`config.mk`:
```
export PLATFORM = sky130hd
export DESIGN_NAME = usr_top
export DESIGN_NICKNAME = d
export VERILOG_FILES = /design/src/usr_pkg.sv /design/src/usr_core_if.sv /design/src/usr_sync.sv /design/src/usr_core.sv /design/src/usr_top.sv
export SDC_FILE = /design/constraint.sdc
export NUM_CORES = 1
export LEC_CHECK = 0
export CORE_MARGIN = 2
export CORE_UTILIZATION = 40
export DETAILED_ROUTE_END_ITERATION = 10
export DONT_BUFFER_PORTS = 1
export PLACE_DENSITY_LB_ADDON = 0.2
export SLEW_MARGIN = 20
export SYNTH_ARGS = -nofsm -noshare
export SYNTH_HDL_FRONTEND = slang
export SYNTH_SLANG_ARGS = --single-unit
```
`constraint.sdc`:
```
create_clock -name clk_i -period 6.4 [get_ports clk_i]
set_input_delay 0.32 -clock clk_i [delete_from_list [all_inputs] [get_ports clk_i]]
set_output_delay 0.32 -clock clk_i [all_outputs]
set_load 0.01 [all_outputs]
```
`src/usr_pkg.sv`:
```
// Purpose: shared constants and types of the eight-bit universal register
// Assumes: one 100 MHz clock, classic Wishbone slave for software access
// Notes: offsets are byte addresses of aligned 32-bit words

package usr_pkg;

  // ------------------------------------------------------------
  // widths and timing
  // ------------------------------------------------------------
  localparam int W = 8;
  localparam int CLK_MHZ = 100;
  localparam int SHIFT_MAX_MHZ = 50;
  // whole clock cycles per shift needed to honour the maximum rate
  localparam int SHIFT_MIN_CYC = (CLK_MHZ + SHIFT_MAX_MHZ - 1) / SHIFT_MAX_MHZ;

  // ------------------------------------------------------------
  // register map
  // ------------------------------------------------------------
  localparam logic [7:0] ADR_CTRL = 8'h00;
  localparam logic [7:0] ADR_DATA = 8'h04;
  localparam logic [7:0] ADR_STAT = 8'h08;
  localparam logic [3:0] CTRL_RST = 4'h0;
  localparam int CTRL_USE_SW = 0;
  localparam int CTRL_SEL_LO = 1;
  localparam int CTRL_SEL_HI = 2;
  localparam int CTRL_OFF = 3;
  localparam int STAT_DRV = 4;
  localparam int STAT_CLR = 5;

  // ------------------------------------------------------------
  // modes
  // ------------------------------------------------------------
  typedef enum logic [3:0] {
    MODE_HOLD = 4'h1,
    MODE_SHR = 4'h2,
    MODE_SHL = 4'h4,
    MODE_LOAD = 4'h8
  } usr_mode_t;

endpackage : usr_pkg

```
`src/usr_core_if.sv`:
```
// Purpose: carrier between the top and the storage core
// Assumes: all signals on clk_i
// Notes: q is the live register content
`timescale 1ns/1ns
interface usr_core_if;
  usr_pkg::usr_mode_t mode;
  logic right_in;
  logic left_in;
  logic [usr_pkg::W-1:0] load_data;
  logic [usr_pkg::W-1:0] q;
  modport core (input mode, input right_in, input left_in,
                input load_data, output q);
  modport ctl (output mode, output right_in, output left_in,
               output load_data, input q);
endinterface : usr_core_if

```
`src/usr_sync.sv`:
```
// Purpose: two-flop synchroniser for pin inputs
// Assumes: inputs asynchronous to clk_i
// Notes: first stage is read only by the second
`timescale 1ns/1ns
module usr_sync #(
  parameter int SW = 1
) (
  input wire logic clk_i,
  input wire logic rst_i,
  input wire logic [SW-1:0] d_i,
  output logic [SW-1:0] q_o
);
  logic [SW-1:0] meta_r;

  always_ff @(posedge clk_i) begin
    if (rst_i) begin
      meta_r <= '0;
      q_o <= '0;
    end else begin
      meta_r <= d_i;
      q_o <= meta_r;
    end
  end
endmodule : usr_sync

```
`src/usr_core.sv`:
```
// Purpose: eight storage stages with shift and parallel load
// Assumes: mode and data already in clk_i domain
// Notes: clear_n_i acts without the clock
`timescale 1ns/1ns
module usr_core (
  input wire logic clk_i,
  input wire logic rst_i,
  input wire logic clear_n_i,
  usr_core_if.core cif
);
  logic [usr_pkg::W-1:0] q_r;
  logic [usr_pkg::W-1:0] q_nxt;

  // ------------------------------------------------------------
  // per-stage next value
  // ------------------------------------------------------------
  for (genvar i = 0; i < usr_pkg::W; i++) begin : g_bit
    logic from_lo;
    logic from_hi;
    if (i == 0) begin : g_first
      assign from_lo = cif.right_in;
    end else begin : g_mid_lo
      assign from_lo = q_r[i-1];
    end
    if (i == usr_pkg::W - 1) begin : g_last
      assign from_hi = cif.left_in;
    end else begin : g_mid_hi
      assign from_hi = q_r[i+1];
    end
    always_comb begin
      unique case (cif.mode)
        usr_pkg::MODE_HOLD: q_nxt[i] = q_r[i];
        usr_pkg::MODE_SHR: q_nxt[i] = from_lo;
        usr_pkg::MODE_SHL: q_nxt[i] = from_hi;
        usr_pkg::MODE_LOAD: q_nxt[i] = cif.load_data[i];
        default: q_nxt[i] = q_r[i];
      endcase
    end
  end

  // one step per edge, above the guaranteed shift rate
  always_ff @(posedge clk_i or negedge clear_n_i) begin
    if (!clear_n_i) begin
      q_r <= '0;
    end else if (rst_i) begin
      q_r <= '0;
    end else begin
      q_r <= q_nxt;
    end
  end

  assign cif.q = q_r;
endmodule : usr_core

```
`src/usr_top.sv`:
```
// Purpose: universal shift/storage register with Wishbone access
// Assumes: pins asynchronous, synchronised two flops deep, except clear_n_i, which reaches the core directly
// Notes: software may take over the mode and force drivers off
//
// Register access over Wishbone and the placing of the registers were left to the implementer.
`timescale 1ns/1ns
module usr_top (
  input wire logic clk_i,
  input wire logic rst_i,
  input wire logic clear_n_i,
  input wire logic mode_sel_lo_i,
  input wire logic mode_sel_hi_i,
  input wire logic out_disable_one_i,
  input wire logic out_disable_two_i,
  input wire logic left_serial_in_i,
  input wire logic right_serial_in_i,
  input wire logic [7:0] bidir_data_lines_i,
  output logic [7:0] bidir_data_lines_o,
  output logic [7:0] bidir_data_lines_oe_o,
  output logic first_stage_tap_o,
  output logic last_stage_tap_o,
  input wire logic wb_cyc_i,
  input wire logic wb_stb_i,
  input wire logic wb_we_i,
  input wire logic [7:0] wb_adr_i,
  input wire logic [3:0] wb_sel_i,
  input wire logic [31:0] wb_dat_i,
  output logic [31:0] wb_dat_o,
  output logic wb_ack_o
);

  // ------------------------------------------------------------
  // pin synchronisers
  // ------------------------------------------------------------
  logic [7:0] data_s;
  logic [5:0] ctl_s;
  logic sel_lo_s;
  logic sel_hi_s;
  logic dis1_s;
  logic dis2_s;
  logic sl_s;
  logic sr_s;
  logic clr_s;

  // external party keeps these steady around edges; sync guards metastability
  usr_sync #(.SW(8)) u_sync_data (
    .clk_i(clk_i),
    .rst_i(rst_i),
    .d_i(bidir_data_lines_i),
    .q_o(data_s)
  );

  usr_sync #(.SW(6)) u_sync_ctl (
    .clk_i(clk_i),
    .rst_i(rst_i),
    .d_i({mode_sel_hi_i, mode_sel_lo_i, out_disable_two_i,
          out_disable_one_i, left_serial_in_i, right_serial_in_i}),
    .q_o(ctl_s)
  );

  usr_sync #(.SW(1)) u_sync_clr (
    .clk_i(clk_i),
    .rst_i(rst_i),
    .d_i(clear_n_i),
    .q_o(clr_s)
  );

  assign sel_hi_s = ctl_s[5];
  assign sel_lo_s = ctl_s[4];
  assign dis2_s = ctl_s[3];
  assign dis1_s = ctl_s[2];
  assign sl_s = ctl_s[1];
  assign sr_s = ctl_s[0];

  // ------------------------------------------------------------
  // wishbone slave
  // ------------------------------------------------------------
  logic [3:0] ctrl_r;
  logic ack_r;
  logic [31:0] rdat_r;
  logic req;
  logic drive_en;
  logic [31:0] rdat_nxt;

  usr_core_if cif ();

  assign req = wb_cyc_i && wb_stb_i;

  // ack one cycle after request, dropped in the following cycle
  always_ff @(posedge clk_i) begin
    if (rst_i) begin
      ack_r <= 1'b0;
    end else begin
      ack_r <= req && !ack_r;
    end
  end

  // write lands on the edge at which the master sees ack
  always_ff @(posedge clk_i) begin
    if (rst_i) begin
      ctrl_r <= usr_pkg::CTRL_RST;
    end else if (req && ack_r && wb_we_i && wb_sel_i[0] &&
                 wb_adr_i == usr_pkg::ADR_CTRL) begin
      ctrl_r <= wb_dat_i[3:0];
    end
  end

  always_comb begin
    rdat_nxt = 32'h0;
    unique case (wb_adr_i)
      usr_pkg::ADR_CTRL: rdat_nxt[3:0] = ctrl_r;
      usr_pkg::ADR_DATA: rdat_nxt[7:0] = cif.q;
      usr_pkg::ADR_STAT: begin
        rdat_nxt[3:0] = cif.mode;
        rdat_nxt[usr_pkg::STAT_DRV] = drive_en;
        rdat_nxt[usr_pkg::STAT_CLR] = clr_s;
      end
      default: rdat_nxt = 32'h0;
    endcase
  end

  always_ff @(posedge clk_i) begin
    if (rst_i) begin
      rdat_r <= 32'h0;
    end else if (req && !ack_r) begin
      rdat_r <= rdat_nxt;
    end
  end

  assign wb_ack_o = ack_r;
  assign wb_dat_o = rdat_r;

  // ------------------------------------------------------------
  // mode decode
  // ------------------------------------------------------------
  logic eff_lo;
  logic eff_hi;
  usr_pkg::usr_mode_t mode;

  // software override takes ctrl_r directly, without the pins' synchroniser latency
  assign eff_lo = ctrl_r[usr_pkg::CTRL_USE_SW] ?
                  ctrl_r[usr_pkg::CTRL_SEL_LO] : sel_lo_s;
  assign eff_hi = ctrl_r[usr_pkg::CTRL_USE_SW] ?
                  ctrl_r[usr_pkg::CTRL_SEL_HI] : sel_hi_s;

  always_comb begin
    unique case ({eff_hi, eff_lo})
      2'h0: mode = usr_pkg::MODE_HOLD;
      2'h1: mode = usr_pkg::MODE_SHR;
      2'h2: mode = usr_pkg::MODE_SHL;
      2'h3: mode = usr_pkg::MODE_LOAD;
      default: mode = usr_pkg::MODE_HOLD;
    endcase
  end

  // ------------------------------------------------------------
  // storage core
  // ------------------------------------------------------------
  assign cif.mode = mode;
  assign cif.right_in = sr_s;
  assign cif.left_in = sl_s;
  assign cif.load_data = data_s;

  // core never looks at drive_en, so drivers cannot disturb it
  usr_core u_core (
    .clk_i(clk_i),
    .rst_i(rst_i),
    .clear_n_i(clear_n_i),
    .cif(cif)
  );

  // ------------------------------------------------------------
  // line drivers and taps
  // ------------------------------------------------------------
  always_comb begin
    drive_en = 1'b1;
    if (mode == usr_pkg::MODE_LOAD) begin
      drive_en = 1'b0;
    end
    if (dis1_s || dis2_s) begin
      drive_en = 1'b0;
    end
    if (ctrl_r[usr_pkg::CTRL_OFF]) begin
      drive_en = 1'b0;
    end
  end

  assign bidir_data_lines_o = cif.q;
  assign bidir_data_lines_oe_o = {8{drive_en}};
  // taps come straight off stage flops, so clear empties them too
  assign first_stage_tap_o = cif.q[0];
  assign last_stage_tap_o = cif.q[7];
endmodule : usr_top

```
==> impl_metrics.tcl <==
set metrics [dict create \
    synth_top_area_share_pct 38.3 \
    clk_latency_ns 0.30 \
    root_buffer "clkbuf_8" \
    multi_input_area_um2 971 \
    setup_viol_count_final 0 \
    grt_util_all_layers_pct 12.2 \
    p_total_mw 0.565 \
    synth_common_cells "dfxtp_1, buf_4, nor2b_1, nand2b_1, nor2_1" \
    highest_layer "met4" \
    drv_slew 0 \
    cts_max_level 2 \
    ys_seq_area_share_pct 47.2 \
    synthMuxAreaShare_pct 4.45 \
    worst-slew-pin-transition_ns 0.569 \
    r2r_start "ctrl_r[0]$_SDFFE_PP0P_" \
    grt_pass1_wl_um 6080 \
    clock.fmax_ghz 0.386 \
    placedCellCount 275 \
    critPathRequiredTime_ns 6.08 \
    final_util_pct 41.1 \
    place_congestion 0.729 \
    dieArea_mm2 0.00624 \
    dr_wl_met2_um 1660 \
    clock-sinks 51 \
    cts_resized 0 \
    overflow 0 \
    wl_met3_um 211 \
    cts_max_path_buffers 2 \
    fillers 569 \
    regToRegEndpoint "wb_dat_o[4]$_SDFFE_PP0P_" \
    diodes 0 \
    fp.dieH_um 79.0 \
    synth_top_area_cell "dfxtp_1" \
    hold_viol 0 \
    yosys.area_share.adder_pct 2.23 \
    p_leak_nw 0.895 \
    antenna_found_initial 0 \
    hold_slack_ns 0.0881 \
    drive_gt1_share_pct 8.96 \
    finClkSkew_ns 0.00880 \
    synthArstFlopShare_pct 15.7 \
    avgSynthCellArea_um2 10.1 \
    drt_iter0_drc 91 \
    cap_violations 0 \
    cts_buffers 5 \
    nets 279 \
    path_class "reg -> out" \
    synth.ff_latch_count 51 \
    clk_pin_slew_worst_paths_ns 0.08 \
    synth_compound_area_share_pct 11.1 \
    tns_ns 0 \
    synth_most_common_cell "dfxtp_1" \
    synth-main-ff-cell "dfxtp_1" \
    route.detailed.drc 0 \
    start_util_pct 41.1 \
    syn2layout_area_growth_pct -0.0554 \
    routed_wl_um 3630 \
    synth_edf_count 0 \
    ir_drop_mv 0.0717 \
    ioPinCount 115 \
    final.period_utilization_pct 40.5 \
    cts_tree "done" \
    startpoint "ctrl_r[0]$_SDFFE_PP0P_" \
    place_area_mm2 0.00215 \
    hold_class "in -> reg" \
    synthCells 223 \
    setup_ws_ns 3.81 \
    dr.pass1.iters 6 \
    synth_cell_types 30 \
    r2r_slack_ns 4.32 \
    place_ws_ns 4.11 \
    hpwl_um 2620 \
    synth_top_family_by_area "simple AND/OR/NAND/NOR gates" \
    num_vias 1301 \
    slew_headroom_pct 62.1 \
    design_area_mm2 0.00225 \
    crit_fanout 18 \
    ff_latch_area_mm2 0.00106 \
    syn_area_mm2 0.00225 \
    die_w_um 79.0 \
    period_needed_ns 2.59 \
    rsz0062_at_grt "false" \
    route.antenna.remaining_nets 0 \
    wl_met1_um 1680 \
    via_per_inst 4.58 \
    status "completed" \
    crit_arrival_ns 2.27 \
    place.port_buffers 0 \
    rr_worst_depth 7 \
    powerDensity_mw_per_mm2 251 \
    grt_max_degree 49 \
    synthTopCellsByArea "dfxtp_1, buf_4, dfrtp_1" \
    wl_per_cell_um 12.8 \
    grt_pass1_vias 1297 \
    core_mm2 0.00547 \
    setup.worst_path.end_class "primary output" \
    rows 27 \
    cp-start-kind "flip-flop" \
    endpoint "bidir_data_lines_oe_o[6]" \
    synthSimpleGateAreaFrac_pct 21.1 \
    synth-xor-area-share_pct 0 \
    layout.cells.non_filler 284 \
    synth_warnings 0 \
]
-- layout make-up --
class / count / area share [%]
Clock buffer: 6 / 3.23
Timing Repair Buffer: 3 / 1.28
Multi-Input combinational cell: 147 / 43.2
Inverter: 3 / 0.501
Sequential cell: 51 / 47.2
Clock inverter: 2 / 0.557
Tap cell: 72 / 4.01
-- cell families (layout without fill, tap and decap cells) --
family	after synthesis	count (layout)
adder cells (fa/ha/maj)	4	4
AO/OA/AOI/OAI	31	31
buffers and inverters	48	14
other	1	24
AND/OR/NAND/NOR	78	78
flip-flops	51	51
multiplexers	10	10
-- power breakdown --
part	switching, mW	total [mW]	leakage, nW	internal (mW)
sequential	0.0123	0.343	0.460	0.331
combinational	0.0260	0.0451	0.393	0.0191
clock	0.100	0.177	0.0412	0.0765
-- worst min path at each step --
stage,startpoint,endpoint,slack [ns],cells after the start
2_1_floorplan,clear_n_i,u_core.cif.q[0]$_DFFE_PN0P_,0.02,0
3_3_place_gp,clear_n_i,u_core.cif.q[7]$_DFFE_PN0P_,0.02,0
3_5_place_dp,clear_n_i,u_core.cif.q[7]$_DFFE_PN0P_,0.02,0
4_1_cts,rst_i,u_sync_ctl.meta_r[4]$_SDFF_PP0_,0.07,1
5_1_grt,rst_i,u_sync_ctl.meta_r[4]$_SDFF_PP0_,0.06,1
6_report,rst_i,u_core.cif.q[6]$_DFFE_PN0P_,0.09,1
-- state kept, by name, indices dropped and copies added (netlist names) --
name	count
u_core.cif.q	8
u_sync_data.q_o	8
u_sync_data.meta_r	8
ctrl_r	4
u_sync_ctl.q_o	6
u_sync_clr.q_o	1
u_sync_ctl.meta_r	6
wb_ack_o	1
u_sync_clr.meta_r	1
wb_dat_o	8
-- worst max-delay path, stage by stage, from the launching register on --
cell and delay (ns):
dfxtp_1 0.43, mux2i_1 0.32, inv_1 0.11, ha_1 0.41, nor4_2 0.30, buf_4 0.21
buf_6 0.19
-- repair_timing --
item,4_1_cts,5_1_grt
hold buffers,1,0
hold endpoints to repair,8,0
buffers inserted,0,0
-- placed cells by master (no fill, tap or decap), types with 5 or more instances in the layout --
cell type / netlist / final
mux2i_1: 10 / 10
a21oi_1: 6 / 6
nand2b_1: 14 / 14
dfrtp_1: 8 / 8
conb_1: 1 / 24
nand2_1: 7 / 7
clkbuf_8: 0 / 5
nor3_1: 6 / 6
dfxtp_1: 43 / 43
nor2_1: 11 / 11
nor2b_1: 32 / 32
a221oi_1: 6 / 6
-- metal layers --
metal  global-route usage, %  vias up
met4                    6.03        0
met5                       0        -
li1                        -      668
met2                    19.3       49
met3                    3.18        5
met1                    15.5      579
No activity file was read; power rests on OpenSTA's default activity.
